[config.mk]
export PLATFORM = sky130hd
export DESIGN_NAME = plh_core
export DESIGN_NICKNAME = d
export VERILOG_FILES = /design/src/inc/plh_pkg.sv /design/src/hw/plh_fifo.sv /design/src/hw/plh_core.sv
export SDC_FILE = /design/constraint.sdc
export NUM_CORES = 1
export LEC_CHECK = 0
export BUFFER_PORTS_ARGS = -buffer_cell sky130_fd_sc_hd__buf_2
export CAP_MARGIN = 5
export CORE_UTILIZATION = 55
export CTS_CLUSTER_SIZE = 20
export DETAILED_ROUTE_END_ITERATION = 12
export PLACE_DENSITY = 0.75
export SLEW_MARGIN = 25
export SYNTH_ARGS = -nofsm -noshare
export SYNTH_HDL_FRONTEND = slang
export SYNTH_SLANG_ARGS = --single-unit
export TNS_END_PERCENT = 30
[constraint.sdc]
create_clock -name core_clk_i -period 3.9 [get_ports core_clk_i]
set_input_delay 0.195 -clock core_clk_i [delete_from_list [all_inputs] [get_ports core_clk_i]]
set_output_delay 0.195 -clock core_clk_i [all_outputs]
set_load 0.005 [all_outputs]
[src/inc/plh_pkg.sv]
// Shared constants and types for the port-level handshake block.
// Assumes a single synchronous clock domain.
package plh_pkg;
	localparam int DATA_W = 32;
	localparam int FIFO_DEPTH = 4;
	localparam int FIFO_AW = 2;
	localparam logic [DATA_W-1:0] ZERO_WORD = 32'h0000_0000;
	localparam logic [DATA_W-1:0] RESULT_INC = 32'h0000_0001;

	// Transaction sequencer states
	typedef enum logic [2:0] {
		PLH_IDLE = 3'b000,
		PLH_READ = 3'b001,
		PLH_SUM = 3'b010,
		PLH_ACKWAIT = 3'b011,
		PLH_ACKONLY = 3'b100,
		PLH_DONE = 3'b101
	} plh_state_e;
endpackage

[src/hw/plh_fifo.sv]
// Small synchronous FIFO with valid/ready on both sides.
// Assumes one clock and an active-low asynchronous reset.
`timescale 1ns/1ps
`default_nettype none
module plh_fifo #(
	parameter int WIDTH = 32,
	parameter int DEPTH = 4,
	parameter int AW = 2
) (
	input wire logic core_clk_i,
	input wire logic rst_b_i,
	input wire logic [WIDTH-1:0] wr_data_i,
	input wire logic wr_valid_i,
	output logic wr_ready_o,
	output logic [WIDTH-1:0] rd_data_o,
	output logic rd_valid_o,
	input wire logic rd_ready_i
);
	typedef struct packed {
		logic [AW-1:0] wp;
		logic [AW-1:0] rp;
		logic [AW:0] cnt;
	} plh_fifo_s;

	plh_fifo_s st_r;
	plh_fifo_s st_nxt;
	logic [WIDTH-1:0] mem [DEPTH];
	logic do_wr;
	logic do_rd;

	// Flags and transfer strobes
	assign wr_ready_o = (st_r.cnt != DEPTH[AW:0]);
	assign rd_valid_o = (st_r.cnt != '0);
	assign rd_data_o = mem[st_r.rp];
	assign do_wr = wr_valid_i && wr_ready_o;
	assign do_rd = rd_valid_o && rd_ready_i;

	// Pointer and count update
	always_comb begin
		st_nxt = st_r;
		if (do_wr) begin
			st_nxt.wp = st_r.wp + 1'b1;
		end
		if (do_rd) begin
			st_nxt.rp = st_r.rp + 1'b1;
		end
		if (do_wr && !do_rd) begin
			st_nxt.cnt = st_r.cnt + 1'b1;
		end else if (do_rd && !do_wr) begin
			st_nxt.cnt = st_r.cnt - 1'b1;
		end
	end

	// State register
	always_ff @(posedge core_clk_i or negedge rst_b_i) begin
		if (!rst_b_i) begin
			st_r <= '0;
		end else begin
			st_r <= st_nxt;
		end
	end

	// Storage array, no reset needed
	always_ff @(posedge core_clk_i) begin
		if (do_wr) begin
			mem[st_r.wp] <= wr_data_i;
		end
	end
endmodule
`default_nettype wire

[src/hw/plh_core.sv]
// Function block with port-level protocols: plain wire inputs, a
// handshaked input and output, acknowledge-only ports, a valid-only
// input, a split in-out argument and start/idle/ready/done control.
// Assumes producers and consumers are logic on the same clock.
`timescale 1ns/1ps
`default_nettype none

// Notes on behaviour
// [RQ1] Producer holds plain-wire inputs stable until read or transaction ends.
// [RQ2] Each output pointer port has a valid asserted when data may be read.
// [RQ3] A read-written argument becomes separate input and output ports.
// [RQ4] Finish pulse also marks the result value port as valid.
// [RQ5] A High go request starts a transaction.
// [RQ6] Quiescent flag Low while busy, High when waiting for go.
// [RQ7] Inputs-taken flag goes High once every input has been read.
// [RQ8] Inputs are read after the first transaction cycle, per schedule.
// [RQ9] No-protocol ports carry data only, no valid or acknowledge.
// [RQ10] No-protocol mode is never used for array arguments.
// [RQ11] Handshake input: stall while input valid is Low.
// [RQ12] Handshake input: acknowledge High in the cycle the data is taken.
// [RQ13] Handshake output: valid rises with the new data.
// [RQ14] Handshake output: stall until the consumer acknowledges.
// [RQ15] Output valid drops on the edge after the acknowledge.
// [RQ16] Acknowledge-only input: acknowledge High in the read cycle.
// [RQ17] Acknowledge-only output: no valid; stall until acknowledge High.
// [RQ18] Valid-only input is captured whenever valid, held until needed.
// [RQ19] Split in-out: input half plain wire, output half valid-only.
// [RQ20] All control is synchronous to the rising clock edge; the active-low reset rst_b_i acts asynchronously.
module plh_core
	import plh_pkg::*;
(
	input wire logic core_clk_i,
	input wire logic rst_b_i,
	input wire logic go_request_i,
	output logic quiescent_flag_o,
	output logic inputs_taken_flag_o,
	output logic finish_pulse_o,
	output logic [DATA_W-1:0] result_value_port_o,
	input wire logic [DATA_W-1:0] a_i,
	input wire logic [DATA_W-1:0] b_i,
	input wire logic [DATA_W-1:0] hs_in_i,
	input wire logic hs_in_vld_i,
	output logic hs_in_ack_o,
	output logic [DATA_W-1:0] hs_out_o,
	output logic hs_out_vld_o,
	input wire logic hs_out_ack_i,
	input wire logic [DATA_W-1:0] ack_in_i,
	output logic ack_in_ack_o,
	output logic [DATA_W-1:0] ack_out_o,
	input wire logic ack_out_ack_i,
	input wire logic [DATA_W-1:0] vld_in_i,
	input wire logic vld_in_vld_i,
	input wire logic [DATA_W-1:0] result_i,
	output logic [DATA_W-1:0] result_o,
	output logic result_out_valid_o,
	output logic [DATA_W-1:0] sum_o,
	output logic sum_out_valid_o
);
	typedef struct packed {
		plh_state_e st;
		logic idle;
		logic rdy;
		logic done;
		logic [DATA_W-1:0] ret;
		logic hs_ack;
		logic [DATA_W-1:0] hs_dat;
		logic hs_vld;
		logic ak_ack;
		logic [DATA_W-1:0] ak_out;
		logic [DATA_W-1:0] vld_hold;
		logic vld_full;
		logic [DATA_W-1:0] res;
		logic res_vld;
		logic [DATA_W-1:0] sum;
		logic sum_vld;
		logic [DATA_W-1:0] hs_word;
	} plh_core_s;

	plh_core_s s_r;
	plh_core_s s_nxt;

	// Handshake input passes through the FIFO; stalls propagate back
	logic [DATA_W-1:0] fifo_data;
	logic fifo_valid;
	logic fifo_ready;
	logic fifo_take;
	logic fifo_push;

	// Add two words, used for sum and in-out update
	function automatic logic [DATA_W-1:0] add_w(
		input logic [DATA_W-1:0] x,
		input logic [DATA_W-1:0] y
	);
		add_w = x + y;
	endfunction

	// The FIFO's fill-side ready is the input acknowledge source
	plh_fifo #(
		.WIDTH(DATA_W),
		.DEPTH(FIFO_DEPTH),
		.AW(FIFO_AW)
	) u_fifo (
		.core_clk_i(core_clk_i),
		.rst_b_i(rst_b_i),
		.wr_data_i(hs_in_i),
		.wr_valid_i(fifo_push),
		.wr_ready_o(fifo_ready),
		.rd_data_o(fifo_data),
		.rd_valid_o(fifo_valid),
		.rd_ready_i(fifo_take)
	);

	// One word per acknowledge: a held valid must not be written twice
	assign fifo_push = hs_in_vld_i && !s_r.hs_ack; // RQ12

	// Drain one word only when the read state really advances
	assign fifo_take = (s_r.st == PLH_READ) && fifo_valid && s_r.vld_full; // RQ11

	// Sequencer and port logic
	always_comb begin
		s_nxt = s_r;
		s_nxt.done = 1'b0;
		s_nxt.rdy = 1'b0;
		s_nxt.ak_ack = 1'b0;
		// Acknowledge exactly when the FIFO accepts the word
		s_nxt.hs_ack = hs_in_vld_i && fifo_ready && !s_r.hs_ack; // RQ12
		// Valid-only input is captured whenever presented
		if (vld_in_vld_i) begin
			s_nxt.vld_hold = vld_in_i; // RQ18
			s_nxt.vld_full = 1'b1;
		end
		// Output valid drops the edge after acknowledge
		if (s_r.hs_vld && hs_out_ack_i) begin
			s_nxt.hs_vld = 1'b0; // RQ15
		end
		case (s_r.st)
			PLH_IDLE: begin
				s_nxt.idle = 1'b1;
				if (go_request_i) begin
					s_nxt.idle = 1'b0; // RQ5 RQ6 RQ20
					s_nxt.res_vld = 1'b0;
					s_nxt.sum_vld = 1'b0;
					s_nxt.st = PLH_READ;
				end
			end
			PLH_READ: begin
				// Reads only after the first cycle; wait for valid
				if (fifo_valid && s_r.vld_full) begin // RQ8 RQ11
					s_nxt.hs_word = fifo_data;
					s_nxt.vld_full = vld_in_vld_i;
					s_nxt.st = PLH_SUM;
				end
			end
			PLH_SUM: begin
				// Plain wires a_i, b_i, result_i sampled here, held by producer
				s_nxt.sum = add_w(a_i, b_i); // RQ1 RQ9
				s_nxt.sum_vld = 1'b1; // RQ2
				s_nxt.res = add_w(result_i, RESULT_INC); // RQ3 RQ19
				s_nxt.res_vld = 1'b1; // RQ19
				s_nxt.hs_dat = add_w(s_r.hs_word, s_r.vld_hold);
				s_nxt.hs_vld = 1'b1; // RQ13
				// Acknowledge-only input read here; all inputs now taken
				s_nxt.ak_out = add_w(s_r.hs_word, ack_in_i);
				s_nxt.ak_ack = 1'b1; // RQ16
				s_nxt.rdy = 1'b1; // RQ7
				s_nxt.st = PLH_ACKWAIT;
			end
			PLH_ACKWAIT: begin
				// Stall until consumer acknowledges the output
				if (s_r.hs_vld && hs_out_ack_i) begin // RQ14
					s_nxt.st = PLH_ACKONLY;
				end
			end
			PLH_ACKONLY: begin
				// No valid line; wait for consumer acknowledge
				if (ack_out_ack_i) begin // RQ17
					s_nxt.ret = add_w(s_r.sum, s_r.res);
					s_nxt.done = 1'b1; // RQ4
					s_nxt.st = PLH_DONE;
				end
			end
			PLH_DONE: begin
				s_nxt.idle = 1'b1; // RQ6
				s_nxt.st = PLH_IDLE;
			end
			default: begin
				s_nxt.st = PLH_IDLE;
			end
		endcase
	end

	// Register all state; no array arguments use plain wires RQ10
	always_ff @(posedge core_clk_i or negedge rst_b_i) begin
		if (!rst_b_i) begin
			s_r <= '0;
			s_r.st <= PLH_IDLE;
			s_r.idle <= 1'b1;
		end else begin
			s_r <= s_nxt;
		end
	end

	// Outputs straight from flip-flops
	assign quiescent_flag_o = s_r.idle;
	assign inputs_taken_flag_o = s_r.rdy;
	assign finish_pulse_o = s_r.done;
	assign result_value_port_o = s_r.ret;
	assign hs_in_ack_o = s_r.hs_ack;
	assign hs_out_o = s_r.hs_dat;
	assign hs_out_vld_o = s_r.hs_vld;
	assign ack_in_ack_o = s_r.ak_ack;
	assign ack_out_o = s_r.ak_out;
	assign result_o = s_r.res;
	assign result_out_valid_o = s_r.res_vld;
	assign sum_o = s_r.sum;
	assign sum_out_valid_o = s_r.sum_vld;
endmodule
`default_nettype wire

==> results.json, run 1 <==
{
  "status": "finished clean",
  "grt_pass1_wl_um": 86940,
  "area_growth_pct": 17.03,
  "antenna_left": 0,
  "netlist_area_um2": 21330,
  "cts_sinks": 369,
  "drt_iter0_drc": 829,
  "viasPerCell": 5.650,
  "maxSlewViolCount": 0,
  "crit_fanout": 4,
  "synth.avg_cell_area_um2": 10.59,
  "synth_edf_count": 128,
  "arrival_ns": 3.69,
  "worstSetupPathType": "reg2reg",
  "p_leak_nw": 11.37,
  "dp_hpwl_um": 42340,
  "cp_top_family": "compound AO/OA/AOI/OAI gates",
  "yosys.area.top_type_share_pct": 28.16,
  "crit_buf_inv": 0,
  "io_pins": 367,
  "grt_max_degree": 137,
  "dominantRegCellSynth": "dfrtp_1",
  "synthArstFlopShare_pct": 65.31,
  "hold_viol_final": 0,
  "drt_pass1_iterations": 5,
  "num_vias": 16102,
  "path_common_cell": "o21ai_0",
  "core_area_um2": 37930,
  "clock.fmax_mhz": 307.6,
  "fin_cells": 2850,
  "slowest_stage": "fa_1",
  "synth-seq-cells": 369,
  "tightest_slew_ns": 0.8937,
  "drt_wl_total_um": 57000,
  "root_buffer": "clkbuf_16",
  "critPathMaxStageDelay_ns": 0.43,
  "maxCapViolCount": 0,
  "insertion_delay_ns": 0.59,
  "gp_congestion": 0.9450,
  "synth_cell_types": 71,
  "yosysTopAreaCell": "dfrtp_1",
  "period_share_pct": 83.36,
  "cts_tree": "built",
  "min_period_ns": 3.251,
  "grt_pass1_vias": 16161,
  "path_clk_slew_ns": 0.06,
  "htreeDepth": 2,
  "path_cells": "ha_1 -> fa_1 -> a21oi_1 -> o211ai_1 -> a31oi_1 -> nand3_1 -> o221ai_1 -> o21ai_0 -> o41ai_1 -> xor2_1 -> o21ai_0",
  "drc": 0,
  "ir_drop_mv": 0.5722,
  "synthTopCellsByArea": "dfrtp_1, edfxtp_1, ha_1",
  "grt_overflow": 0,
  "post-place-cells": 2668,
  "slew_headroom_pct": 40.42,
  "fin_nets": 2636,
  "switchingPower_mw": 8.164,
  "syn-num-nets": 2349,
  "grt_setup_unrepaired": "false",
  "p_int_mw": 12.23,
  "grt_usage_pct": 28.93,
  "endpoint_kind": "register",
  "tns_ns": 0,
  "setup_violations": 0,
  "die_h_um": 198.9,
  "numCtsBuffers": 41,
  "cp-start-kind": "register",
  "fp.dieW_um": 198.9,
  "clkPwrFrac_pct": 20.4,
  "p_seq_share_pct": 31.7,
  "clockBufferDepth": 3,
  "power.density_nw_per_um2": 816.8,
  "clock_skew_ns": 0.02229,
  "syn_inst": 2015,
  "start_util_pct": 56.23,
  "layout-drive-gt1-share_pct": 24.29,
  "swShare_pct": 40.04,
  "fp.dieArea_um2": 39580,
  "io_buffers": 366,
  "seq_area_frac_synth_pct": 46.30,
  "pwr-share-comb_pct": 48.0,
  "yosys_warnings": 0,
  "wire_per_inst_um": 20.00,
  "min_path_type": "in2reg",
  "worst_ep_required_time_ns": 4.34,
  "antenna_found_initial": 5,
  "rows": 71
}
==> final cells by class <==
cell class / instances / area [um^2]
Antenna cell: 5 / 12.51
Clock buffer: 53 / 1142
Clock inverter: 22 / 317.8
Fill cell: 2926 / 12970
Inverter: 36 / 135.1
Multi-Input combinational cell: 1369 / 9823
Sequential cell: 369 / 9877
Tap cell: 511 / 639.4
Timing Repair Buffer: 485 / 3015
==> cell usage after synthesis (9+ instances only) <==
cell type,count
nand2b_1,12
nand4_1,29
nor2_1,62
buf_1,10
a211oi_1,11
ha_1,130
mux4_2,32
nor3_1,12
xor2_1,78
nand3_1,43
inv_1,35
a21oi_1,129
o21a_1,9
clkbuf_1,68
mux2_2,68
dfrtp_1,240
nand2_1,252
and2_1,12
buf_4,162
a21o_1,79
o21bai_1,13
a31oi_1,16
o21ai_0,183
xnor2_1,74
edfxtp_1,128
and3_1,16
nor2b_1,16
==> placed cells by master (no fill, tap or decap), types with 29 or more instances in the layout <==
| cell | n |
|---|---|
| xor2_1 | 78 |
| o21ai_0 | 183 |
| nor2_1 | 61 |
| a21o_1 | 79 |
| nand2_1 | 250 |
| dfrtp_1 | 239 |
| mux2_2 | 68 |
| buf_2 | 365 |
| edfxtp_1 | 128 |
| clkbuf_16 | 42 |
| nand4_1 | 29 |
| dlygate4sd3_1 | 102 |
| inv_1 | 35 |
| xnor2_1 | 74 |
| nand3_1 | 43 |
| a21oi_1 | 129 |
| ha_1 | 130 |
| mux4_2 | 32 |
==> timing repair <==
item | CTS | global route
resized for setup | 0 | 0
hold buffers | 102 | 0
endpoints found under the setup margin | 0 | 0
buffers inserted | 0 | 0
hold endpoints to repair | 300 | 0
==> tightest hold or removal path, stage by stage <==
cell,delay [ns]
buf_2,0.15
xor2_1,0.08
o21ai_0,0.14
==> registers in the layout (all words and copies together), names as in the netlist <==
name	count
hs_in_ack_o	1
s_r	68
hs_out_vld_o	1
result_o	32
finish_pulse_o	1
u_fifo.st_r	7
result_value_port_o	32
hs_out_o	32
sum_out_valid_o	1
ack_in_ack_o	1
u_fifo.mem	128
ack_out_o	32
sum_o	32
quiescent_flag_o	1
==> per-layer routing <==
metal | up-vias | GRT usage [%] | wire, um
met5 | - | 0 | 0
met4 | 0 | 15.27 | 2797
met3 | 136 | 4.391 | 2990
met2 | 546 | 50.65 | 28560
met1 | 7762 | 34.27 | 22650
li1 | 7658 | - | -
==> metrics by stage <==
stage	setup WS (ns)	utilization [%]	instance area (um^2)	hold slack, ns	total power, mW
3_3_place_gp	0.7372	59.23	22470	0.3103	15.83
6_report	0.6491	65.81	24960	0.03602	20.39
4_1_cts	0.6504	65.77	24950	0.002288	20.41
5_1_grt	0.4766	65.79	24960	0.03898	21.82
2_1_floorplan	1.140	-	21330	-0.1006	13.97
3_5_place_dp	0.6445	59.23	22470	0.3067	16.11
==> final timing paths <==
kind,start,end,slack [ns],depth (start not counted)
hold reg to reg,ack_out_o[25],ack_out_o[25],0.47,2
min in group asynchronous,rst_b_i,result_value_port_o[0],0.27,2
setup / recovery,result_o[0],result_value_port_o[24],0.65,11
hold / removal,result_i[16],result_o[16],0.04,3
setup reg to reg,result_o[0],result_value_port_o[24],0.65,11
max in group asynchronous,rst_b_i,result_o[16],2.50,3
==> power groups by stage <==
stage	clock network [mW]	logic, mW	registers (mW)
global route	4.34	10.9	6.61
global placement	0	9.39	6.44
floorplan	0	7.94	6.03
CTS	4.21	9.74	6.46
finish	4.15	9.78	6.46
detailed placement	0	9.59	6.52
==> cell families (layout without fill, tap and decap cells) <==
| group | Yosys count | count (layout) | share of synthesized area (%) |
|---|---|---|---|
| other | 0 | 5 | 0 |
| DFF | 369 | 369 | 46.30 |
| and+or+nand+nor | 472 | 472 | 9.972 |
| xor gates and xnor gates | 152 | 152 | 6.241 |
| AOI/OAI and AO/OA | 509 | 509 | 14.65 |
| adders and majority gates | 135 | 135 | 8.095 |
| muxes | 101 | 101 | 7.015 |
| buffers and inverters | 277 | 596 | 7.731 |
No activity file was read; power rests on OpenSTA's default activity.
==> run 2: changes to the inputs <==
--- a/config.mk
+++ b/config.mk
@@ -5,12 +5,13 @@
 export SDC_FILE = /design/constraint.sdc
 export NUM_CORES = 1
 export LEC_CHECK = 0
+export ABC_AREA = 1
 export BUFFER_PORTS_ARGS = -buffer_cell sky130_fd_sc_hd__buf_2
 export CAP_MARGIN = 5
 export CORE_UTILIZATION = 55
 export CTS_CLUSTER_SIZE = 20
 export DETAILED_ROUTE_END_ITERATION = 12
-export PLACE_DENSITY = 0.75
+export PLACE_DENSITY = 0.74
 export SLEW_MARGIN = 25
 export SYNTH_ARGS = -nofsm -noshare
 export SYNTH_HDL_FRONTEND = slang
==> constraint.sdc (replaced) <==
create_clock -name core_clk_i -period 3.3 [get_ports core_clk_i]
set_input_delay 0.165 -clock core_clk_i [delete_from_list [all_inputs] [get_ports core_clk_i]]
set_output_delay 0.165 -clock core_clk_i [all_outputs]
set_load 0.005 [all_outputs]
==> results.json, run 2 <==
{
  "status": "finished clean",
  "area_growth_pct": 13.99,
  "drc": 0,
  "largest_register_ff_count": 128,
  "hold_viol_final": 0,
  "fp.dieArea_um2": 46420,
  "clock_skew_ns": 0.01928,
  "synth-seq-cells": 369,
  "numCtsBuffers": 42,
  "clockBufferDepth": 3,
  "core_area_um2": 44610,
  "grt_setup_unrepaired": "false",
  "fin_cells": 4363,
  "pwr-share-comb_pct": 52.6,
  "switchingPower_mw": 12.52,
  "p_seq_share_pct": 29.9,
  "diodes": 0,
  "insertion_delay_ns": 0.57,
  "min_period_ns": 2.331,
  "die_h_um": 215.5,
  "crit_path_start": "u_fifo.st_r[0]",
  "root_buffer": "clkbuf_16",
  "yosys_warnings": 0,
  "synthTopCellsByArea": "dfrtp_1, nand2_1, edfxtp_1",
  "fp.dieW_um": 215.5,
  "netlist_area_um2": 25060,
  "tightest_slew_ns": 0.9436,
  "io_pins": 367,
  "fin_nets": 4074,
  "drt_wl_total_um": 75310,
  "r2r-end": "u_fifo.st_r[2]",
  "syn-num-nets": 3780,
  "synth_common_cells": "nand2_1, inv_1, nor2_1",
  "cp-start-kind": "register",
  "period_share_pct": 70.62,
  "grt_max_degree": 185,
  "worst_ep_required_time_ns": 3.73,
  "cts_tree": "built",
  "rr_startpoint": "u_fifo.st_r[0]",
  "wire_per_inst_um": 17.26,
  "synth_edf_count": 128,
  "ff2ff_setup_slack_ns": 0.97,
  "pre_cts_slack_ns": 1.063,
  "cts_resized": 0,
  "syn_inst": 3446,
  "dominantRegCellSynth": "dfrtp_1",
  "p_int_mw": 14.24,
  "grt_overflow": 0,
  "dp_hpwl_um": 57610,
  "worstSetupPathType": "reg2reg",
  "rows": 77,
  "clkPwrFrac_pct": 17.5,
  "drt_pass1_iterations": 7,
  "min_path_type": "in2reg",
  "p_leak_nw": 15.17,
  "path_clk_slew_ns": 0.07,
  "maxCapViolCount": 0,
  "drt_iter0_drc": 1756,
  "ir_drop_mv": 0.5981,
  "final_common_cell": "nand2_1",
  "io_buffers": 366,
  "endpoint_kind": "register",
  "yosys.area.top_type_share_pct": 23.96,
  "gp_congestion": 0.9945,
  "power.density_nw_per_um2": 936.6,
  "yosysTopAreaCell": "dfrtp_1",
  "viasPerCell": 5.172,
  "largest_register": "u_fifo.mem",
  "worst_slack_ns": 0.9695,
  "holdBufCountCts": 97,
  "synth.avg_cell_area_um2": 7.273,
  "r2r_cells": 8,
  "maxSlewViolCount": 0,
  "holdCritStartpoint": "result_i[25]",
  "grt_pass1_wl_um": 116500,
  "antenna_found_initial": 0,
  "synth_most_common_cell": "nand2_1",
  "synthArstFlopShare_pct": 65.31,
  "antenna_left": 0,
  "utilization_pct": 64.04,
  "grt_usage_pct": 32.41,
  "swShare_pct": 46.78,
  "cts_setup_buffers": 0,
  "slew_headroom_pct": 37.00,
  "htreeDepth": 2,
  "num_vias": 22566,
  "hold_path_end": "result_o[25]",
  "arrival_ns": 2.76,
  "seq_area_frac_synth_pct": 39.41,
  "reg.largest.list": "u_fifo.mem (128), s_r (68)",
  "clock.fmax_mhz": 429.1,
  "final_cell_mix": "nand2_1, inv_1, buf_2",
  "setup_violations": 0,
  "post-place-cells": 4191,
  "start_util_pct": 56.18,
  "hold_ws_ns": 0.02870,
  "min_path_cells": 4,
  "synth_cell_types": 43,
  "layout-drive-gt1-share_pct": 13.58,
  "tns_ns": 0,
  "grt_pass1_vias": 21155,
  "crit_fanout": 5,
  "cts_sinks": 369
}
==> run 2: layout make-up <==
cell class	count	area [um^2]
Clock buffer	57	1159
Multi-Input combinational cell	2372	11830
Clock inverter	18	201.4
Tap cell	592	740.7
Fill cell	4059	16040
Timing Repair Buffer	477	2968
Inverter	478	1795
Sequential cell	369	9877
==> run 2: power by group through the flow <==
stage                     clock, mW  combinational [mW]  sequential, mW
after global routing           4.92                15.9            8.08
after CTS                      4.73                13.9            7.98
after floorplan                   0                11.0            7.17
final                          4.68                14.1            8.00
after detailed placement          0                13.8            8.05
after global placement            0                13.6            8.01
==> run 2: per-layer routing <==
metal	global-route usage [%]	wire (um)	vias up
met5	0	0	-
met4	15.25	3776	0
met3	4.087	4506	175
met2	55.22	36130	837
met1	40.95	30900	10273
li1	-	-	11281
==> run 2: through the flow <==
| stage | area (um^2) | power [mW] |
|---|---|---|
| 5_1_grt | 28570 | 28.87 |
| 6_report | 28570 | 26.76 |
| 3_5_place_dp | 26240 | 21.81 |
| 3_3_place_gp | 26240 | 21.62 |
| 4_1_cts | 28570 | 26.66 |
| 2_1_floorplan | 25060 | 18.21 |
==> run 2: how the worst max path moves through the flow <==
stage / to / depth (start not counted) / slack [ns]
final: u_fifo.st_r[2] / 8 / 0.97
after detailed placement: hs_out_o[16] / 9 / 1.06
after floorplan: u_fifo.mem[0][0] / 4 / 0.50
after CTS: hs_out_o[8] / 7 / 1.06
after global routing: u_fifo.st_r[2] / 9 / 0.76
after global placement: hs_out_o[8] / 7 / 1.13
==> run 2: kinds of logic after synthesis <==
group,synth area share (%)
muxes,1.483
xor gates and xnor gates,3.145
AOI/OAI and AO/OA,6.296
buffers and inverters,13.49
DFF,39.41
and+or+nand+nor,29.29
adders and majority gates,6.890
==> run 2: worst max-delay path, cell delays in order, from the launching register on <==
cell and delay, ns:
dfrtp_1 0.44, nor3_1 0.12, nor3_1 0.45, ha_1 0.24, inv_1 0.07, fa_1 0.39
a21oi_1 0.16, o21ai_0 0.15, xor2_1 0.18
==> run 3: changes to the inputs <==
==> constraint.sdc (replaced) <==
create_clock -name core_clk_i -period 2.3 [get_ports core_clk_i]
set_input_delay 0.115 -clock core_clk_i [delete_from_list [all_inputs] [get_ports core_clk_i]]
set_output_delay 0.115 -clock core_clk_i [all_outputs]
set_load 0.005 [all_outputs]
==> results.json, run 3 (synthesis gave the netlist of run 2 again) <==
{
  "dp_hpwl_um": 59180,
  "grt_setup_unrepaired": "false",
  "power.density_nw_per_um2": 1342,
  "pwr-share-comb_pct": 53.7,
  "crit_fanout": 4,
  "final_cell_mix": "nand2_1, inv_1, buf_2",
  "tns_ns": 0,
  "drt_wl_total_um": 76900,
  "cts_tree": "built",
  "wire_per_inst_um": 17.50,
  "worstSetupPathType": "reg2reg",
  "tightest_slew_ns": 0.8704,
  "fp.dieW_um": 215.5,
  "drt_iter0_drc": 1743,
  "rows": 77,
  "antenna_left": 0,
  "clock_skew_ns": 0.01268,
  "switchingPower_mw": 18.21,
  "hold_ws_ns": -0.004093,
  "min_period_ns": 2.144,
  "p_int_mw": 20.56,
  "clock.fmax_mhz": 466.4,
  "num_vias": 22935,
  "maxCapViolCount": 0,
  "clockBufferDepth": 3,
  "slew_headroom_pct": 41.97,
  "cts_sinks": 369,
  "cts_setup_buffers": 0,
  "start_util_pct": 56.18,
  "endpoint_kind": "register",
  "cp-start-kind": "register",
  "drt_pass1_iterations": 5,
  "hold_viol_final": 1,
  "grt_usage_pct": 33.02,
  "die_h_um": 215.5,
  "arrival_ns": 2.61,
  "grt_max_degree": 104,
  "rr_startpoint": "s_r[107]",
  "maxSlewViolCount": 0,
  "crit_path_start": "s_r[107]",
  "core_area_um2": 44610,
  "r2r_cells": 10,
  "area_growth_pct": 15.26,
  "cts_resized": 0,
  "swShare_pct": 46.96,
  "grt_pass1_vias": 21316,
  "p_seq_share_pct": 29.1,
  "final_common_cell": "nand2_1",
  "gp_congestion": 1.038,
  "root_buffer": "clkbuf_16",
  "viasPerCell": 5.218,
  "grt_pass1_wl_um": 117900,
  "grt_overflow": 0,
  "holdCritStartpoint": "a_i[0]",
  "min_path_type": "in2reg",
  "io_buffers": 366,
  "fin_nets": 4103,
  "holdBufCountCts": 102,
  "largest_register": "u_fifo.mem",
  "min_path_cells": 4,
  "setup_violations": 0,
  "path_clk_slew_ns": 0.06,
  "numCtsBuffers": 42,
  "layout-drive-gt1-share_pct": 14.18,
  "io_pins": 367,
  "insertion_delay_ns": 0.58,
  "htreeDepth": 2,
  "ir_drop_mv": 0.9189,
  "antenna_found_initial": 2,
  "failed_checks": "negative hold slack",
  "total_power_mw": 38.77,
  "reg.largest.list": "u_fifo.mem (128), s_r (68)",
  "period_share_pct": 93.22,
  "drc": 0,
  "worst_ep_required_time_ns": 2.77,
  "largest_register_ff_count": 128,
  "clkPwrFrac_pct": 17.2,
  "p_leak_nw": 15.32,
  "status": "complete, but fails checks",
  "fp.dieArea_um2": 46420
}
## run 3: cell types whose count changed in the layout (fill, tap and decap cells not counted), moves of 2 or more
cell,change
buf_4,+16
buf_12,+7
dlygate4sd3_1,+6
clkinvlp_4,+3
bufinv_16,-2
clkinv_8,+2
## run 3: final cells by class
type                       instances  area (um^2)
clock buffer                      56         1155
inverter                         478         1795
sequential                       369         9877
antenna                            1        2.502
tap                              592        740.7
fill                            3946        15720
multi-input combinational       2372        11830
clock inverter                    21        200.2
timing repair buffer             506         3288
## run 3: worst max-delay path, cell delays in order (launching register included)
cell,delay [ns]
dfrtp_1,0.45
ha_1,0.51
nand2_1,0.18
nor2_1,0.20
nand3_1,0.13
nand3_1,0.20
nand3_1,0.13
nand2_1,0.08
nand2_1,0.04
nand3_1,0.06
nand2_1,0.05
## run 3: stage by stage
step	util (%)	std cells	cell area [um^2]	setup slack, ns
CTS	64.73	4393	28870	0.1744
global route	64.75	4394	28880	0.01456
finish	64.76	4395	28890	0.1558
detailed placement	59.40	4214	26500	0.1821
global placement	59.40	4214	26500	0.1846
floorplan	-	3446	25060	-0.5037
## run 3: final timing paths
check                      slack, ns        endpoint
min in group asynchronous       0.06  finish_pulse_o
setup reg to reg                0.16    hs_out_o[18]
hold / removal                -0.004        sum_o[0]
max in group asynchronous       1.43  u_fifo.st_r[1]
setup / recovery                0.16    hs_out_o[18]
hold reg to reg                 0.47     hs_in_ack_o
## run 3: power groups by stage
stage	combinational (mW)	clock, mW	sequential, mW
2_1_floorplan	15.8	0	10.3
3_3_place_gp	20.3	0	11.3
4_1_cts	20.7	6.73	11.2
6_report	20.8	6.65	11.3
5_1_grt	23.4	7.01	11.4
3_5_place_dp	20.4	0	11.3
## run 3: layer usage
| layer | track usage (%) | vias to the layer above | share of wire (%) |
|---|---|---|---|
| met3 | 4.045 | 170 | 6.7 |
| li1 | - | 11356 | - |
| met1 | 40.59 | 10491 | 40 |
| met5 | 0 | - | 0.016 |
| met2 | 57.15 | 916 | 48 |
| met4 | 16.67 | 2 | 5.4 |
